## src/verilog/sww_pkg.sv

```systemverilog
/*
 * Constants, types and register map shared by both ends of a slave write
 * link: an interconnect fabric end that launches write transfers and a
 * slave end that captures them.
 * Assumes one rising-edge clock and an active-low asynchronous reset.
 */
package sww_pkg;

    // ==========================================================
    // link widths
    localparam int SWW_AW    = 4;
    localparam int SWW_DW    = 32;
    localparam int SWW_BW    = 4;
    localparam int SWW_WORDS = 16;
    localparam int SWW_CW    = 4;
    localparam int SWW_LW    = 8;

    // ==========================================================
    // modes and states
    typedef enum logic [0:0] {
        SWW_FIXED    = 1'b0,
        SWW_VARIABLE = 1'b1
    } sww_wait_mode_t;

    typedef enum logic [1:0] {
        SWW_IDLE   = 2'b00,
        SWW_SETUP  = 2'b01,
        SWW_STROBE = 2'b10,
        SWW_HOLD   = 2'b11
    } sww_fab_state_t;

    // ==========================================================
    // controller register map (byte addresses)
    localparam logic [7:0] SWW_CTRL_OFS  = 8'h00;
    localparam logic [7:0] SWW_TIM_OFS   = 8'h04;
    localparam logic [7:0] SWW_ADDR_OFS  = 8'h08;
    localparam logic [7:0] SWW_WDATA_OFS = 8'h0c;
    localparam logic [7:0] SWW_BE_OFS    = 8'h10;
    localparam logic [7:0] SWW_STAT_OFS  = 8'h14;

    localparam int SWW_CTRL_MODE_BIT  = 0;
    localparam int SWW_CTRL_START_BIT = 4;
    localparam int SWW_TIM_SETUP_LSB  = 0;
    localparam int SWW_TIM_WAIT_LSB   = 8;
    localparam int SWW_TIM_HOLD_LSB   = 16;
    localparam int SWW_STAT_BUSY_BIT  = 0;
    localparam int SWW_STAT_DONE_BIT  = 1;
    localparam int SWW_STAT_LEN_LSB   = 16;

    // ==========================================================
    // reset values and timing counts
    localparam logic [SWW_CW-1:0] SWW_TIM_RST  = 4'h0;
    localparam logic [SWW_BW-1:0] SWW_BE_RST   = 4'hf;
    localparam logic [SWW_CW-1:0] SWW_FIX_WAIT = 4'h1;
    localparam logic [SWW_CW-1:0] SWW_VAR_LAT  = 4'h3;

endpackage : sww_pkg

```

## src/verilog/sww_if.sv

```systemverilog
/*
 * Write link between the interconnect fabric end and the slave end.
 * Assumes both ends run on the same clock, supplied to each module.
 */
`timescale 1ns/1ps
interface sww_if;
    import sww_pkg::*;

    logic [SWW_AW-1:0] address;
    logic [SWW_DW-1:0] writedata;
    logic [SWW_BW-1:0] byteenable;
    logic              write;
    logic              chipselect;
    logic              waitrequest;

    modport fabric (
        output address,
        output writedata,
        output byteenable,
        output write,
        output chipselect,
        input  waitrequest
    );

    modport slave (
        input  address,
        input  writedata,
        input  byteenable,
        input  write,
        input  chipselect,
        output waitrequest
    );

endinterface : sww_if

```

## src/verilog/sww_fabric.sv

```systemverilog
/*
 * Fabric end: takes a write order over APB and drives one slave write
 * with setup, fixed wait states and hold, or variable wait states alone, then reports
 * busy, done and the transfer length.
 * Assumes the slave end shares pclk; waitrequest is same-clock logic.
 */
// Implementation choices: the address map and the APB register port.
`timescale 1ns/1ps
module sww_fabric
    import sww_pkg::*;
(
    input  wire logic        pclk,
    input  wire logic        presetn,
    input  wire logic        psel,
    input  wire logic        penable,
    input  wire logic        pwrite,
    input  wire logic [7:0]  paddr,
    input  wire logic [31:0] pwdata,
    output logic      [31:0] prdata,
    output logic             pready,
    output logic             pslverr,
    sww_if.fabric            bus
);

    typedef struct packed {
        sww_fab_state_t    st;
        sww_wait_mode_t    mode;
        logic [SWW_CW-1:0] setup;
        logic [SWW_CW-1:0] waitc;
        logic [SWW_CW-1:0] hold;
        logic [SWW_AW-1:0] adr_cfg;
        logic [SWW_DW-1:0] wd_cfg;
        logic [SWW_BW-1:0] be_cfg;
        logic              done;
        logic [SWW_LW-1:0] len;
        logic [SWW_LW-1:0] len_cnt;
        logic [SWW_CW-1:0] cnt;
        logic              cs;
        logic              wr;
        logic [SWW_AW-1:0] adr;
        logic [SWW_DW-1:0] wd;
        logic [SWW_BW-1:0] be;
        logic [31:0]       rdata;
        logic              slverr;
    } sww_fab_t;

    sww_fab_t r_reg;
    sww_fab_t r_next;
    logic     acc;
    logic     busy;

    assign acc  = psel & penable;
    assign busy = (r_reg.st != SWW_IDLE);

    // ==========================================================
    // register file and transfer sequencer
    always_comb begin
        logic              go;
        logic              fin;
        logic              ends;
        logic [SWW_CW-1:0] su;
        logic [SWW_CW-1:0] ho;
        go     = 1'b0;
        fin    = 1'b0;
        ends   = 1'b0;
        su     = '0;
        ho     = '0;
        r_next = r_reg;

        // read data prepared in the setup cycle
        if (psel & ~penable) begin
            r_next.slverr = 1'b0;
            case (paddr)
                SWW_CTRL_OFS:  r_next.rdata = {31'h0, r_reg.mode};
                SWW_TIM_OFS:   r_next.rdata = {12'h0, r_reg.hold, 4'h0, r_reg.waitc,
                                               4'h0, r_reg.setup};
                SWW_ADDR_OFS:  r_next.rdata = {28'h0, r_reg.adr_cfg};
                SWW_WDATA_OFS: r_next.rdata = r_reg.wd_cfg;
                SWW_BE_OFS:    r_next.rdata = {28'h0, r_reg.be_cfg};
                SWW_STAT_OFS:  r_next.rdata = {8'h0, r_reg.len, 14'h0, r_reg.done, busy};
                default: begin
                    r_next.rdata  = 32'h0;
                    r_next.slverr = 1'b1;
                end
            endcase
        end

        // writes; configuration is frozen while a transfer runs
        if (acc & pwrite & ~busy) begin
            case (paddr)
                SWW_CTRL_OFS: begin
                    r_next.mode = sww_wait_mode_t'(pwdata[SWW_CTRL_MODE_BIT]);
                    go          = pwdata[SWW_CTRL_START_BIT];
                end
                SWW_TIM_OFS: begin
                    r_next.setup = pwdata[SWW_TIM_SETUP_LSB +: SWW_CW];
                    r_next.waitc = pwdata[SWW_TIM_WAIT_LSB +: SWW_CW];
                    r_next.hold  = pwdata[SWW_TIM_HOLD_LSB +: SWW_CW];
                end
                SWW_ADDR_OFS:  r_next.adr_cfg = pwdata[SWW_AW-1:0];
                SWW_WDATA_OFS: r_next.wd_cfg  = pwdata;
                SWW_BE_OFS:    r_next.be_cfg  = pwdata[SWW_BW-1:0];
                default: begin
                end
            endcase
        end

        // variable waits run with no setup or hold
        su = (r_next.mode == SWW_VARIABLE) ? 4'h0 : r_next.setup;
        ho = (r_reg.mode == SWW_VARIABLE) ? 4'h0 : r_reg.hold;

        case (r_reg.st)
            SWW_IDLE: begin
                if (go) begin
                    r_next.cs      = 1'b1;
                    r_next.adr     = r_next.adr_cfg;
                    r_next.wd      = r_next.wd_cfg;
                    r_next.be      = r_next.be_cfg;
                    r_next.done    = 1'b0;
                    r_next.len_cnt = 8'h01;
                    r_next.cnt     = '0;
                    if (su == 4'h0) begin
                        r_next.wr = 1'b1;
                        r_next.st = SWW_STROBE;
                    end else begin
                        r_next.cnt = su - 4'h1;
                        r_next.st  = SWW_SETUP;
                    end
                end
            end
            SWW_SETUP: begin
                r_next.len_cnt = r_reg.len_cnt + 8'h01;
                if (r_reg.cnt == 4'h0) begin
                    r_next.wr = 1'b1;
                    r_next.st = SWW_STROBE;
                end else begin
                    r_next.cnt = r_reg.cnt - 4'h1;
                end
            end
            SWW_STROBE: begin
                if (r_reg.mode == SWW_VARIABLE) begin
                    ends = ~bus.waitrequest;
                end else begin
                    ends = (r_reg.cnt == r_reg.waitc);
                end
                if (!ends) begin
                    r_next.cnt     = r_reg.cnt + 4'h1;
                    r_next.len_cnt = r_reg.len_cnt + 8'h01;
                end else if (ho == 4'h0) begin
                    fin = 1'b1;
                end else begin
                    r_next.wr      = 1'b0;
                    r_next.cnt     = ho - 4'h1;
                    r_next.len_cnt = r_reg.len_cnt + 8'h01;
                    r_next.st      = SWW_HOLD;
                end
            end
            SWW_HOLD: begin
                if (r_reg.cnt == 4'h0) begin
                    fin = 1'b1;
                end else begin
                    r_next.cnt     = r_reg.cnt - 4'h1;
                    r_next.len_cnt = r_reg.len_cnt + 8'h01;
                end
            end
            default: begin
                r_next.st = SWW_IDLE;
            end
        endcase

        if (fin) begin
            r_next.cs   = 1'b0;
            r_next.wr   = 1'b0;
            r_next.adr  = '0;
            r_next.wd   = '0;
            r_next.be   = '0;
            r_next.st   = SWW_IDLE;
            r_next.done = 1'b1;
            r_next.len  = r_reg.len_cnt;
        end
    end

    always_ff @(posedge pclk or negedge presetn) begin
        if (!presetn) begin
            r_reg        <= '0;
            r_reg.setup  <= SWW_TIM_RST;
            r_reg.waitc  <= SWW_TIM_RST;
            r_reg.hold   <= SWW_TIM_RST;
            r_reg.be_cfg <= SWW_BE_RST;
        end else begin
            r_reg <= r_next;
        end
    end

    // ==========================================================
    // outputs
    assign prdata         = r_reg.rdata;
    assign pready         = acc;
    assign pslverr        = acc & r_reg.slverr;
    assign bus.chipselect = r_reg.cs;
    assign bus.write      = r_reg.wr;
    assign bus.address    = r_reg.adr;
    assign bus.writedata  = r_reg.wd;
    assign bus.byteenable = r_reg.be;

endmodule : sww_fabric

```

## src/flat_wrapper.sv

```systemverilog
// flat-port wrapper written by rule: the top's interface ports become plain ports
module sww_fabric_flat import sww_pkg::*;
  (pclk, presetn, psel, penable, pwrite, paddr, pwdata, prdata, pready, pslverr, bus_address, bus_writedata, bus_byteenable, bus_write, bus_chipselect, bus_waitrequest);
  sww_if bus_i ();
  input  wire logic pclk;
  input  wire logic presetn;
  input  wire logic psel;
  input  wire logic penable;
  input  wire logic pwrite;
  input  wire logic [7:0] paddr;
  input  wire logic [31:0] pwdata;
  output logic      [31:0] prdata;
  output logic pready;
  output logic pslverr;
  output wire logic [$bits(bus_i.address)-1:0] bus_address;
  output wire logic [$bits(bus_i.writedata)-1:0] bus_writedata;
  output wire logic [$bits(bus_i.byteenable)-1:0] bus_byteenable;
  output wire logic [$bits(bus_i.write)-1:0] bus_write;
  output wire logic [$bits(bus_i.chipselect)-1:0] bus_chipselect;
  input wire logic [$bits(bus_i.waitrequest)-1:0] bus_waitrequest;
  assign bus_address = bus_i.address;
  assign bus_writedata = bus_i.writedata;
  assign bus_byteenable = bus_i.byteenable;
  assign bus_write = bus_i.write;
  assign bus_chipselect = bus_i.chipselect;
  assign bus_i.waitrequest = bus_waitrequest;
  sww_fabric u_core (.pclk(pclk), .presetn(presetn), .psel(psel), .penable(penable), .pwrite(pwrite), .paddr(paddr), .pwdata(pwdata), .prdata(prdata), .pready(pready), .pslverr(pslverr), .bus(bus_i));
endmodule
```

## config.mk

```make
export PLATFORM = sky130hd
export DESIGN_NAME = sww_fabric_flat
export DESIGN_NICKNAME = d
export VERILOG_FILES = /design/src/verilog/sww_pkg.sv /design/src/verilog/sww_if.sv /design/src/verilog/sww_fabric.sv /design/src/flat_wrapper.sv
export SDC_FILE = /design/constraint.sdc
export NUM_CORES = 1
export LEC_CHECK = 0
export ABC_AREA = 1
export BUFFER_PORTS_ARGS = -buffer_cell sky130_fd_sc_hd__buf_2
export CAP_MARGIN = 15
export CORE_MARGIN = 5
export CORE_UTILIZATION = 45
export CTS_BUF_LIST = sky130_fd_sc_hd__clkbuf_16
export DETAILED_ROUTE_END_ITERATION = 10
export GPL_TIMING_DRIVEN = 0
export PLACE_DENSITY = 0.68
export SYNTH_ARGS = -nofsm -noshare
export SYNTH_HDL_FRONTEND = slang
export SYNTH_SLANG_ARGS = --single-unit
export TNS_END_PERCENT = 50
```

## constraint.sdc

```tcl
create_clock -name pclk -period 2.94 [get_ports pclk]
set_clock_uncertainty 0.2 [all_clocks]
set_input_delay 0.588 -clock pclk [delete_from_list [all_inputs] [get_ports pclk]]
set_output_delay 0.588 -clock pclk [all_outputs]
set_load 0.02 [all_outputs]
```

==> results.tsv, run 1 <==
stage	metric	value	unit
outcome	result_of_the_run	finished clean	
global_route	first_global_vias	6352	
clock_tree	clock_tree_from_tritoncts	built	
critical_path	category_of_the_most_critical_setup_path	reg2reg	
clock_tree	cts_setup_buffers	0	
power_and_ir_drop	power-per-cell-area	717	mW/mm²
critical_path	cp.required	3020	ps
drt	number_of_vias_per_cell	5.00	
yosys	postSynthCellCount	928	
finish	post-route-cell-area	0.00923	mm²
yosys	syn_area_per_cell	8.31	µm²
critical_path	crit_path_max_fanout	10	
yosys	count_of_state_elements_after_synthesis	151	
timing	max_freq	0.362	GHz
timing	tightest_slew	721	ps
finish	area.growth.synth_to_final	19.7	%
yosys	synth.net_count	985	
worst_hold_path	timing.hold.worst.class	in2reg	
global_route	grt_overflow_total	0	
drt	antenna_left	0	
drt	vias	6506	
finish	design.final.nets	1127	
global_route	grt_max_degree	94	
global_route	grt_first_pass_wirelength	33700	µm
clock_tree	cts_hold_buffers	1	
clock_tree	ctsHtreeMaxLevel	4	
floorplan	num_io_pins	122	
timing	layout_worst_path_cycle_share	0.940	
clock_tree	clock_insertion_delay_worst_skew	420	ps
floorplan	initial_utilization	0.462	
yosys	asyncSetResetFlopFracSynth	1.00	
drt	first_pass_iters	5	
finish	final_layout_size_suffix_gt1_frac	0.268	
placement	pre_cts_slack	221	ps
clock_tree	clock_root_buffer	sky130_fd_sc_hd__clkbuf_16	
clock_tree	cts.path.max_buffers	2	
placement	dpl_cell_area	0.00863	mm²
clock_tree	cts.repair.resized	0	
yosys	synth_edf_count	0	
drt	wl_per_cell	15.8	µm
floorplan	design.core.area	0.0167	mm²
power_and_ir_drop	vdd_ir_drop_max	439	µV
placement	gp_congestion	0.886	
yosys	most_used_flip_flop_cell_after_synthesis	sky130_fd_sc_hd__dfrtp_1	
critical_path	timing.critical_path.to_type	flip-flop	
timing	final-setup-viol-count	0	
drt	finalWirelength	20600	µm
power_and_ir_drop	p_leak	4.87	nW
drt	drt_iter0_drc	398	
timing	min_period	2760	ps
finish	largest_register_ffs	77	
timing	final-hold-violation-count	0	
yosys	yosys.cell_types.count	42	
floorplan	die_h	141	µm
floorplan	fp.dieW	141	µm
drt	detailed_route_drc_error_count	0	
clock_tree	cts_inserted_buffers	17	
placement	port-buffer-count	121	
clock_tree	cts.clk_slew.worst_paths	60	ps
floorplan	die-area	0.0199	mm²
critical_path	setup.worst_path.start_class	flip-flop	
timing	maxSlewHeadroom	0.519	
global_route	gr-usage-all-layers	0.214	
yosys	synth_seq_area_share	0.490	
critical_path	cp_data_arrival_time	2840	ps
timing	rsz0062_at_grt	no	
placement	detailed_place_hpwl	15200	µm
floorplan	placementRows	47	
yosys	synth_warnings	0	
yosys	post_synth_instance_area	0.00772	mm²
power_and_ir_drop	total_power	6.62	mW
global_route	antenna_found_initial	1	
timing	final.setup.worst_slack	177	ps
run	cap_violations	0	
timing	finalMaxSlewViolations	0	
clock_tree	cts_num_sinks	151	
-- worst paths after layout --
kind	start	end	slack, ps	cells after the start
max	u_core.r_reg[149]	u_core.bus.writedata[7]	180	9
min	pwdata[14]	u_core.r_reg[114]	240	3
max reg2reg	u_core.r_reg[149]	u_core.bus.writedata[7]	180	9
min reg2reg	u_core.prdata[28]	u_core.prdata[28]	280	2
max in group asynchronous	presetn	u_core.bus.writedata[25]	1200	3
min in group asynchronous	presetn	u_core.bus.writedata[8]	490	2
-- through the flow --
step / TNS, ps / util / hold slack (ps) / std cells
2_1_floorplan: 0 / - / 92.4 / 928
3_3_place_gp: -175970 / 0.515 / 253 / 1269
3_5_place_dp: 0 / 0.517 / 265 / 1270
4_1_cts: 0 / 0.553 / 235 / 1301
5_1_grt: 0 / 0.553 / 259 / 1301
6_report: 0 / 0.553 / 245 / 1302
-- cell families after synthesis --
kind of cell	Yosys count	synth area share
xor+xnor	6	0.00681
simple gates	409	0.221
buf+inv	190	0.138
flops	151	0.490
fa+ha+maj	11	0.0178
compound gates	161	0.126
-- per-layer routing --
metal,GRT usage,wire (µm),up-vias
met3,0.0406,1170,17
met1,0.296,9360,3134
met2,0.352,9850,170
li1,-,-,3183
met4,0.0474,206,2
met5,0,13,-
-- worst max-delay path: stages, from the launching register on --
cell                       delay (ps)
sky130_fd_sc_hd__dfrtp_1          480
sky130_fd_sc_hd__inv_1            120
sky130_fd_sc_hd__ha_1             310
sky130_fd_sc_hd__inv_1            180
sky130_fd_sc_hd__nor2_1           110
sky130_fd_sc_hd__a21boi_4         310
sky130_fd_sc_hd__o21ai_1          140
sky130_fd_sc_hd__nand2_2          150
sky130_fd_sc_hd__clkbuf_1         500
sky130_fd_sc_hd__o21ai_1          120
-- cells in the mapped netlist, types with 2 or more instances --
library cell / n / area share
sky130_fd_sc_hd__buf_2: 8 / 0.0052
sky130_fd_sc_hd__inv_2: 9 / 0.0044
sky130_fd_sc_hd__o21ai_1: 21 / 0.014
sky130_fd_sc_hd__nand3_1: 46 / 0.030
sky130_fd_sc_hd__nor2_1: 44 / 0.021
sky130_fd_sc_hd__xnor2_1: 3 / 0.0034
sky130_fd_sc_hd__a21oi_1: 30 / 0.019
sky130_fd_sc_hd__dfstp_2: 4 / 0.014
sky130_fd_sc_hd__o21ai_2: 24 / 0.027
sky130_fd_sc_hd__nor2_2: 3 / 0.0024
sky130_fd_sc_hd__nand3_2: 2 / 0.0026
sky130_fd_sc_hd__o21bai_1: 2 / 0.0019
sky130_fd_sc_hd__nand4_1: 5 / 0.0041
sky130_fd_sc_hd__nand2_1: 297 / 0.14
sky130_fd_sc_hd__clkbuf_1: 17 / 0.0083
sky130_fd_sc_hd__nand2_2: 2 / 0.0016
sky130_fd_sc_hd__o22ai_1: 4 / 0.0032
sky130_fd_sc_hd__buf_6: 9 / 0.013
sky130_fd_sc_hd__dfrtp_1: 147 / 0.48
sky130_fd_sc_hd__nor2_4: 3 / 0.0044
sky130_fd_sc_hd__inv_1: 74 / 0.036
sky130_fd_sc_hd__xor2_1: 3 / 0.0034
sky130_fd_sc_hd__o21ai_0: 62 / 0.040
sky130_fd_sc_hd__a221oi_1: 2 / 0.0023
sky130_fd_sc_hd__o31ai_1: 8 / 0.0078
sky130_fd_sc_hd__buf_4: 73 / 0.071
sky130_fd_sc_hd__ha_1: 11 / 0.018
-- where the power goes --
| part | leakage [nW] | switching, mW | total (mW) | internal (mW) |
|---|---|---|---|---|
| registers | 1.97 | 0.165 | 2.45 | 2.29 |
| clock network | 0.293 | 0.831 | 2.22 | 1.39 |
| logic | 2.61 | 1.26 | 1.95 | 0.685 |
-- layout by cell type, fill, tap and decap left out, types with 4 or more instances in the layout --
master	Yosys	layout
sky130_fd_sc_hd__a21oi_1	30	30
sky130_fd_sc_hd__buf_2	8	128
sky130_fd_sc_hd__buf_4	73	73
sky130_fd_sc_hd__buf_6	9	10
sky130_fd_sc_hd__bufinv_16	0	4
sky130_fd_sc_hd__clkbuf_1	17	17
sky130_fd_sc_hd__clkbuf_16	0	17
sky130_fd_sc_hd__dfrtp_1	147	147
sky130_fd_sc_hd__dfstp_2	4	4
sky130_fd_sc_hd__ha_1	11	11
sky130_fd_sc_hd__inv_1	74	76
sky130_fd_sc_hd__inv_2	9	9
sky130_fd_sc_hd__nand2_1	297	297
sky130_fd_sc_hd__nand3_1	46	46
sky130_fd_sc_hd__nand4_1	5	5
sky130_fd_sc_hd__nor2_1	44	44
sky130_fd_sc_hd__o21ai_0	62	62
sky130_fd_sc_hd__o21ai_1	21	21
sky130_fd_sc_hd__o21ai_2	24	24
sky130_fd_sc_hd__o22ai_1	4	4
sky130_fd_sc_hd__o31ai_1	8	8
-- final cells by class --
class	count	area (µm²)
inverter	83	312
sequential	151	3780
clock inverter	13	165
buffer	107	753
timing repair buffer	123	649
fill	1563	7470
tap	220	275
antenna	1	2.50
clock buffer	17	425
multi-input combinational	587	2870
Power figures use the tool's default switching activity.
==> run 2, diff against run 1 <==
--- a/config.mk
+++ b/config.mk
@@ -12,7 +12,7 @@
 export CORE_UTILIZATION = 45
 export CTS_BUF_LIST = sky130_fd_sc_hd__clkbuf_16
 export DETAILED_ROUTE_END_ITERATION = 10
-export GPL_TIMING_DRIVEN = 0
+export GPL_ROUTABILITY_DRIVEN = 0
 export PLACE_DENSITY = 0.68
 export SYNTH_ARGS = -nofsm -noshare
 export SYNTH_HDL_FRONTEND = slang
==> constraint.sdc (replaced) <==
create_clock -name pclk -period 2.78 [get_ports pclk]
set_clock_uncertainty 0.2 [all_clocks]
set_input_delay 0.556 -clock pclk [delete_from_list [all_inputs] [get_ports pclk]]
set_output_delay 0.556 -clock pclk [all_outputs]
set_load 0.02 [all_outputs]
==> run 2 against run 1 <==
Die area is the same. Critical path type unchanged. Power up 7.5%. Largest cell class unchanged. Hold slack lost 45 ps.
==> results.tsv, run 2 (same netlist as run 1, synthesis figures left out) <==
stage	metric	value	unit	change
outcome	result_of_the_run	finished clean		
critical_path	worst-r2r-setup-slack	280	ps	+100 ps
finish	layout_common_cells	sky130_fd_sc_hd__nand2_1 (296), sky130_fd_sc_hd__dfrtp_1 (147), sky130_fd_sc_hd__buf_2 (120)		
placement	dpl_cell_area	0.00811	mm²	-6.1%
clock_tree	cts_inserted_buffers	17		unchanged
power_and_ir_drop	power_frac_comb	0.260		-0.034
timing	max_freq	0.400	GHz	+10%
global_route	gr-usage-all-layers	0.198		-0.0155
placement	port-buffer-count	121		unchanged
critical_path	cp_data_arrival_time	2630	ps	-210 ps
critical_path	worstSetupEndpoint	u_core.r_reg[77]		
critical_path	cp.required	2910	ps	-110 ps
global_route	grt_overflow_total	0		unchanged
finish	diodes	0		-1
drt	drt_iter0_drc	386		-3.0%
critical_path	setup.worst_path.start	u_core.r_reg[150]		
drt	vias	6123		-5.9%
power_and_ir_drop	power_switching	2.33	mW	+3.2%
critical_path	worst_path_most_repeated_cell	sky130_fd_sc_hd__nand2_1		
clock_tree	cts.clk_slew.worst_paths	60	ps	about the same
global_route	grt_max_degree	61		-35%
critical_path	category_of_the_most_critical_setup_path	reg2reg		
floorplan	die_h	141	µm	unchanged
power_and_ir_drop	total_power	7.12	mW	+7.5%
timing	layout_worst_path_cycle_share	0.900		-0.0399
floorplan	die-area	0.0199	mm²	unchanged
finish	instances_no_fill	1221		-6.2%
power_and_ir_drop	power.sequential.fraction	0.365		-0.005
clock_tree	cts.path.max_buffers	2		unchanged
placement	pre_cts_slack	173	ps	-47.2 ps
placement	dp.cells	1190		-6.3%
power_and_ir_drop	switching_share	0.327		-0.0136
timing	final-hold-violation-count	0		unchanged
floorplan	design.core.area	0.0167	mm²	unchanged
clock_tree	clock_root_buffer	sky130_fd_sc_hd__clkbuf_16		
drt	detailed_route_drc_error_count	0		unchanged
finish	area.growth.synth_to_final	14.0	%	
floorplan	num_io_pins	122		unchanged
power_and_ir_drop	clock_group_share_of_total_power	0.374		+0.038
critical_path	reg2reg_to	u_core.r_reg[77]		
power_and_ir_drop	vdd_ir_drop_max	469	µV	+6.9%
global_route	first_global_vias	5965		-6.1%
clock_tree	clock_tree_from_tritoncts	built		
critical_path	timing.critical_path.to_type	flip-flop		
clock_tree	cts_num_sinks	151		unchanged
floorplan	placementRows	47		unchanged
placement	detailed_place_hpwl	14000	µm	-8.2%
timing	timing.setup.tns	0	ps	unchanged
power_and_ir_drop	power-per-cell-area	809	mW/mm²	+13%
critical_path	kind_of_cell_with_the_highest_combined_delay_on_the_critical_path	simple AND/OR/NAND/NOR gates		
finish	post-route-cell-area	0.00880	mm²	-4.7%
floorplan	initial_utilization	0.462		unchanged
drt	antenna_left	0		unchanged
clock_tree	clock_insertion_delay_worst_skew	430	ps	about the same
timing	final-setup-viol-count	0		unchanged
run	cap_violations	0		unchanged
critical_path	critical_path.n_buffers_inverters	3		unchanged
critical_path	logic_depth_of_the_worst_path_buffers_included	12		+3
drt	wl_per_cell	15.6	µm	-1.3%
finish	final_layout_size_suffix_gt1_frac	0.234		-0.0345
critical_path	timing.critical_path.cells	inv_1 -> ha_1 -> nand2_1 -> nor2_2 -> buf_4 -> nand2_1 -> o21ai_2 -> nand4_1 -> nor2_1 -> nand3_1 -> nand2_1 -> inv_1		
critical_path	crit_path_top_delay_cell	sky130_fd_sc_hd__dfrtp_1		
critical_path	crit_path_max_fanout	8		-2
finish	fillCellCount	1560		-0.19%
drt	first_pass_iters	6		+1
timing	hold_slack	200	ps	-44.7 ps
finish	largest_register_ffs	77		unchanged
finish	post-route-util	0.527		-0.0261
clock_tree	cts.repair.resized	0		unchanged
timing	final.setup.worst_slack	279	ps	+101 ps
timing	min_period	2500	ps	-261 ps
critical_path	setup.worst_path.start_class	flip-flop		
timing	maxSlewHeadroom	0.439		-0.0806
floorplan	fp.dieW	141	µm	unchanged
global_route	antenna_found_initial	0		-1
finish	design.final.nets	1047		-7.1%
finish	mostFrequentLayoutCell	sky130_fd_sc_hd__nand2_1		
power_and_ir_drop	p_leak	4.56	nW	-6.5%
critical_path	startpoint_of_the_lowest_slack_register_to_register_path	u_core.r_reg[150]		
critical_path	reg2regPathDepth	12		+3
drt	number_of_vias_per_cell	5.01		+0.36%
clock_tree	cts_setup_buffers	0		unchanged
timing	rsz0062_at_grt	no		
timing	tightest_slew	841	ps	+120 ps
drt	finalWirelength	19100	µm	-7.5%
power_and_ir_drop	p_int	4.79	mW	+9.7%
clock_tree	cts_hold_buffers	1		unchanged
critical_path	timing.critical_path.slowest_cell_delay	440	ps	-60 ps
worst_hold_path	min-delay-start	pwdata[9]		
clock_tree	ctsHtreeMaxLevel	4		unchanged
worst_hold_path	timing.hold.worst.class	in2reg		
timing	finalMaxSlewViolations	0		unchanged
global_route	grt_first_pass_wirelength	31200	µm	-7.3%
-- run 2: cell count changes in the layout (fill, tap and decap cells not counted), moves of 8 or more --
| cell | before | now |
|---|---|---|
| sky130_fd_sc_hd__buf_4 | 73 | 25 |
| sky130_fd_sc_hd__buf_6 | 10 | 1 |
| sky130_fd_sc_hd__buf_2 | 128 | 120 |
| sky130_fd_sc_hd__clkbuf_1 | 17 | 0 |
-- run 2: how the worst min path moves through the flow --
stage | endpoint | slack (ps) | cells after the start
after floorplan | u_core.bus.address[0] | 60 | 0
after global placement | u_core.prdata[27] | 260 | 2
after detailed placement | u_core.prdata[7] | 260 | 2
after CTS | u_core.r_reg[141] | 180 | 3
after global routing | u_core.r_reg[141] | 190 | 3
final | u_core.r_reg[141] | 200 | 3
-- run 2: cell type report --
class	instances	area [µm²]	area share
Tap cell	220	275	0.0313
Multi-Input combinational cell	587	2880	0.327
Clock buffer	17	425	0.0484
Inverter	83	312	0.0354
Sequential cell	151	3780	0.430
Timing Repair Buffer	150	870	0.0988
Clock inverter	13	254	0.0289
-- run 2: power by group through the flow --
stage / clock network (mW) / logic (mW) / registers, mW
finish: 2.67 / 1.85 / 2.60
global route: 2.80 / 2.09 / 2.62
floorplan: 0 / 1.48 / 2.59
global placement: 0 / 1.84 / 2.63
CTS: 2.71 / 1.87 / 2.59
detailed placement: 0 / 1.86 / 2.63
-- run 2: layer usage --
layer | track usage | part of all wire
met1 | 0.272 | 0.46
met2 | 0.311 | 0.46
met3 | 0.0488 | 0.062
met4 | 0.0637 | 0.015
met5 | 0 | 0
-- run 2: worst reg2reg max path, delay by kind of cell, from the launching register on --
kind                     cells  cell delay [ps]
AO/OA/AOI/OAI                1              200
adder cells (fa/ha/maj)      1              180
buffers and inverters        3              360
flip-flops                   1              440
AND/OR/NAND/NOR              7             1020
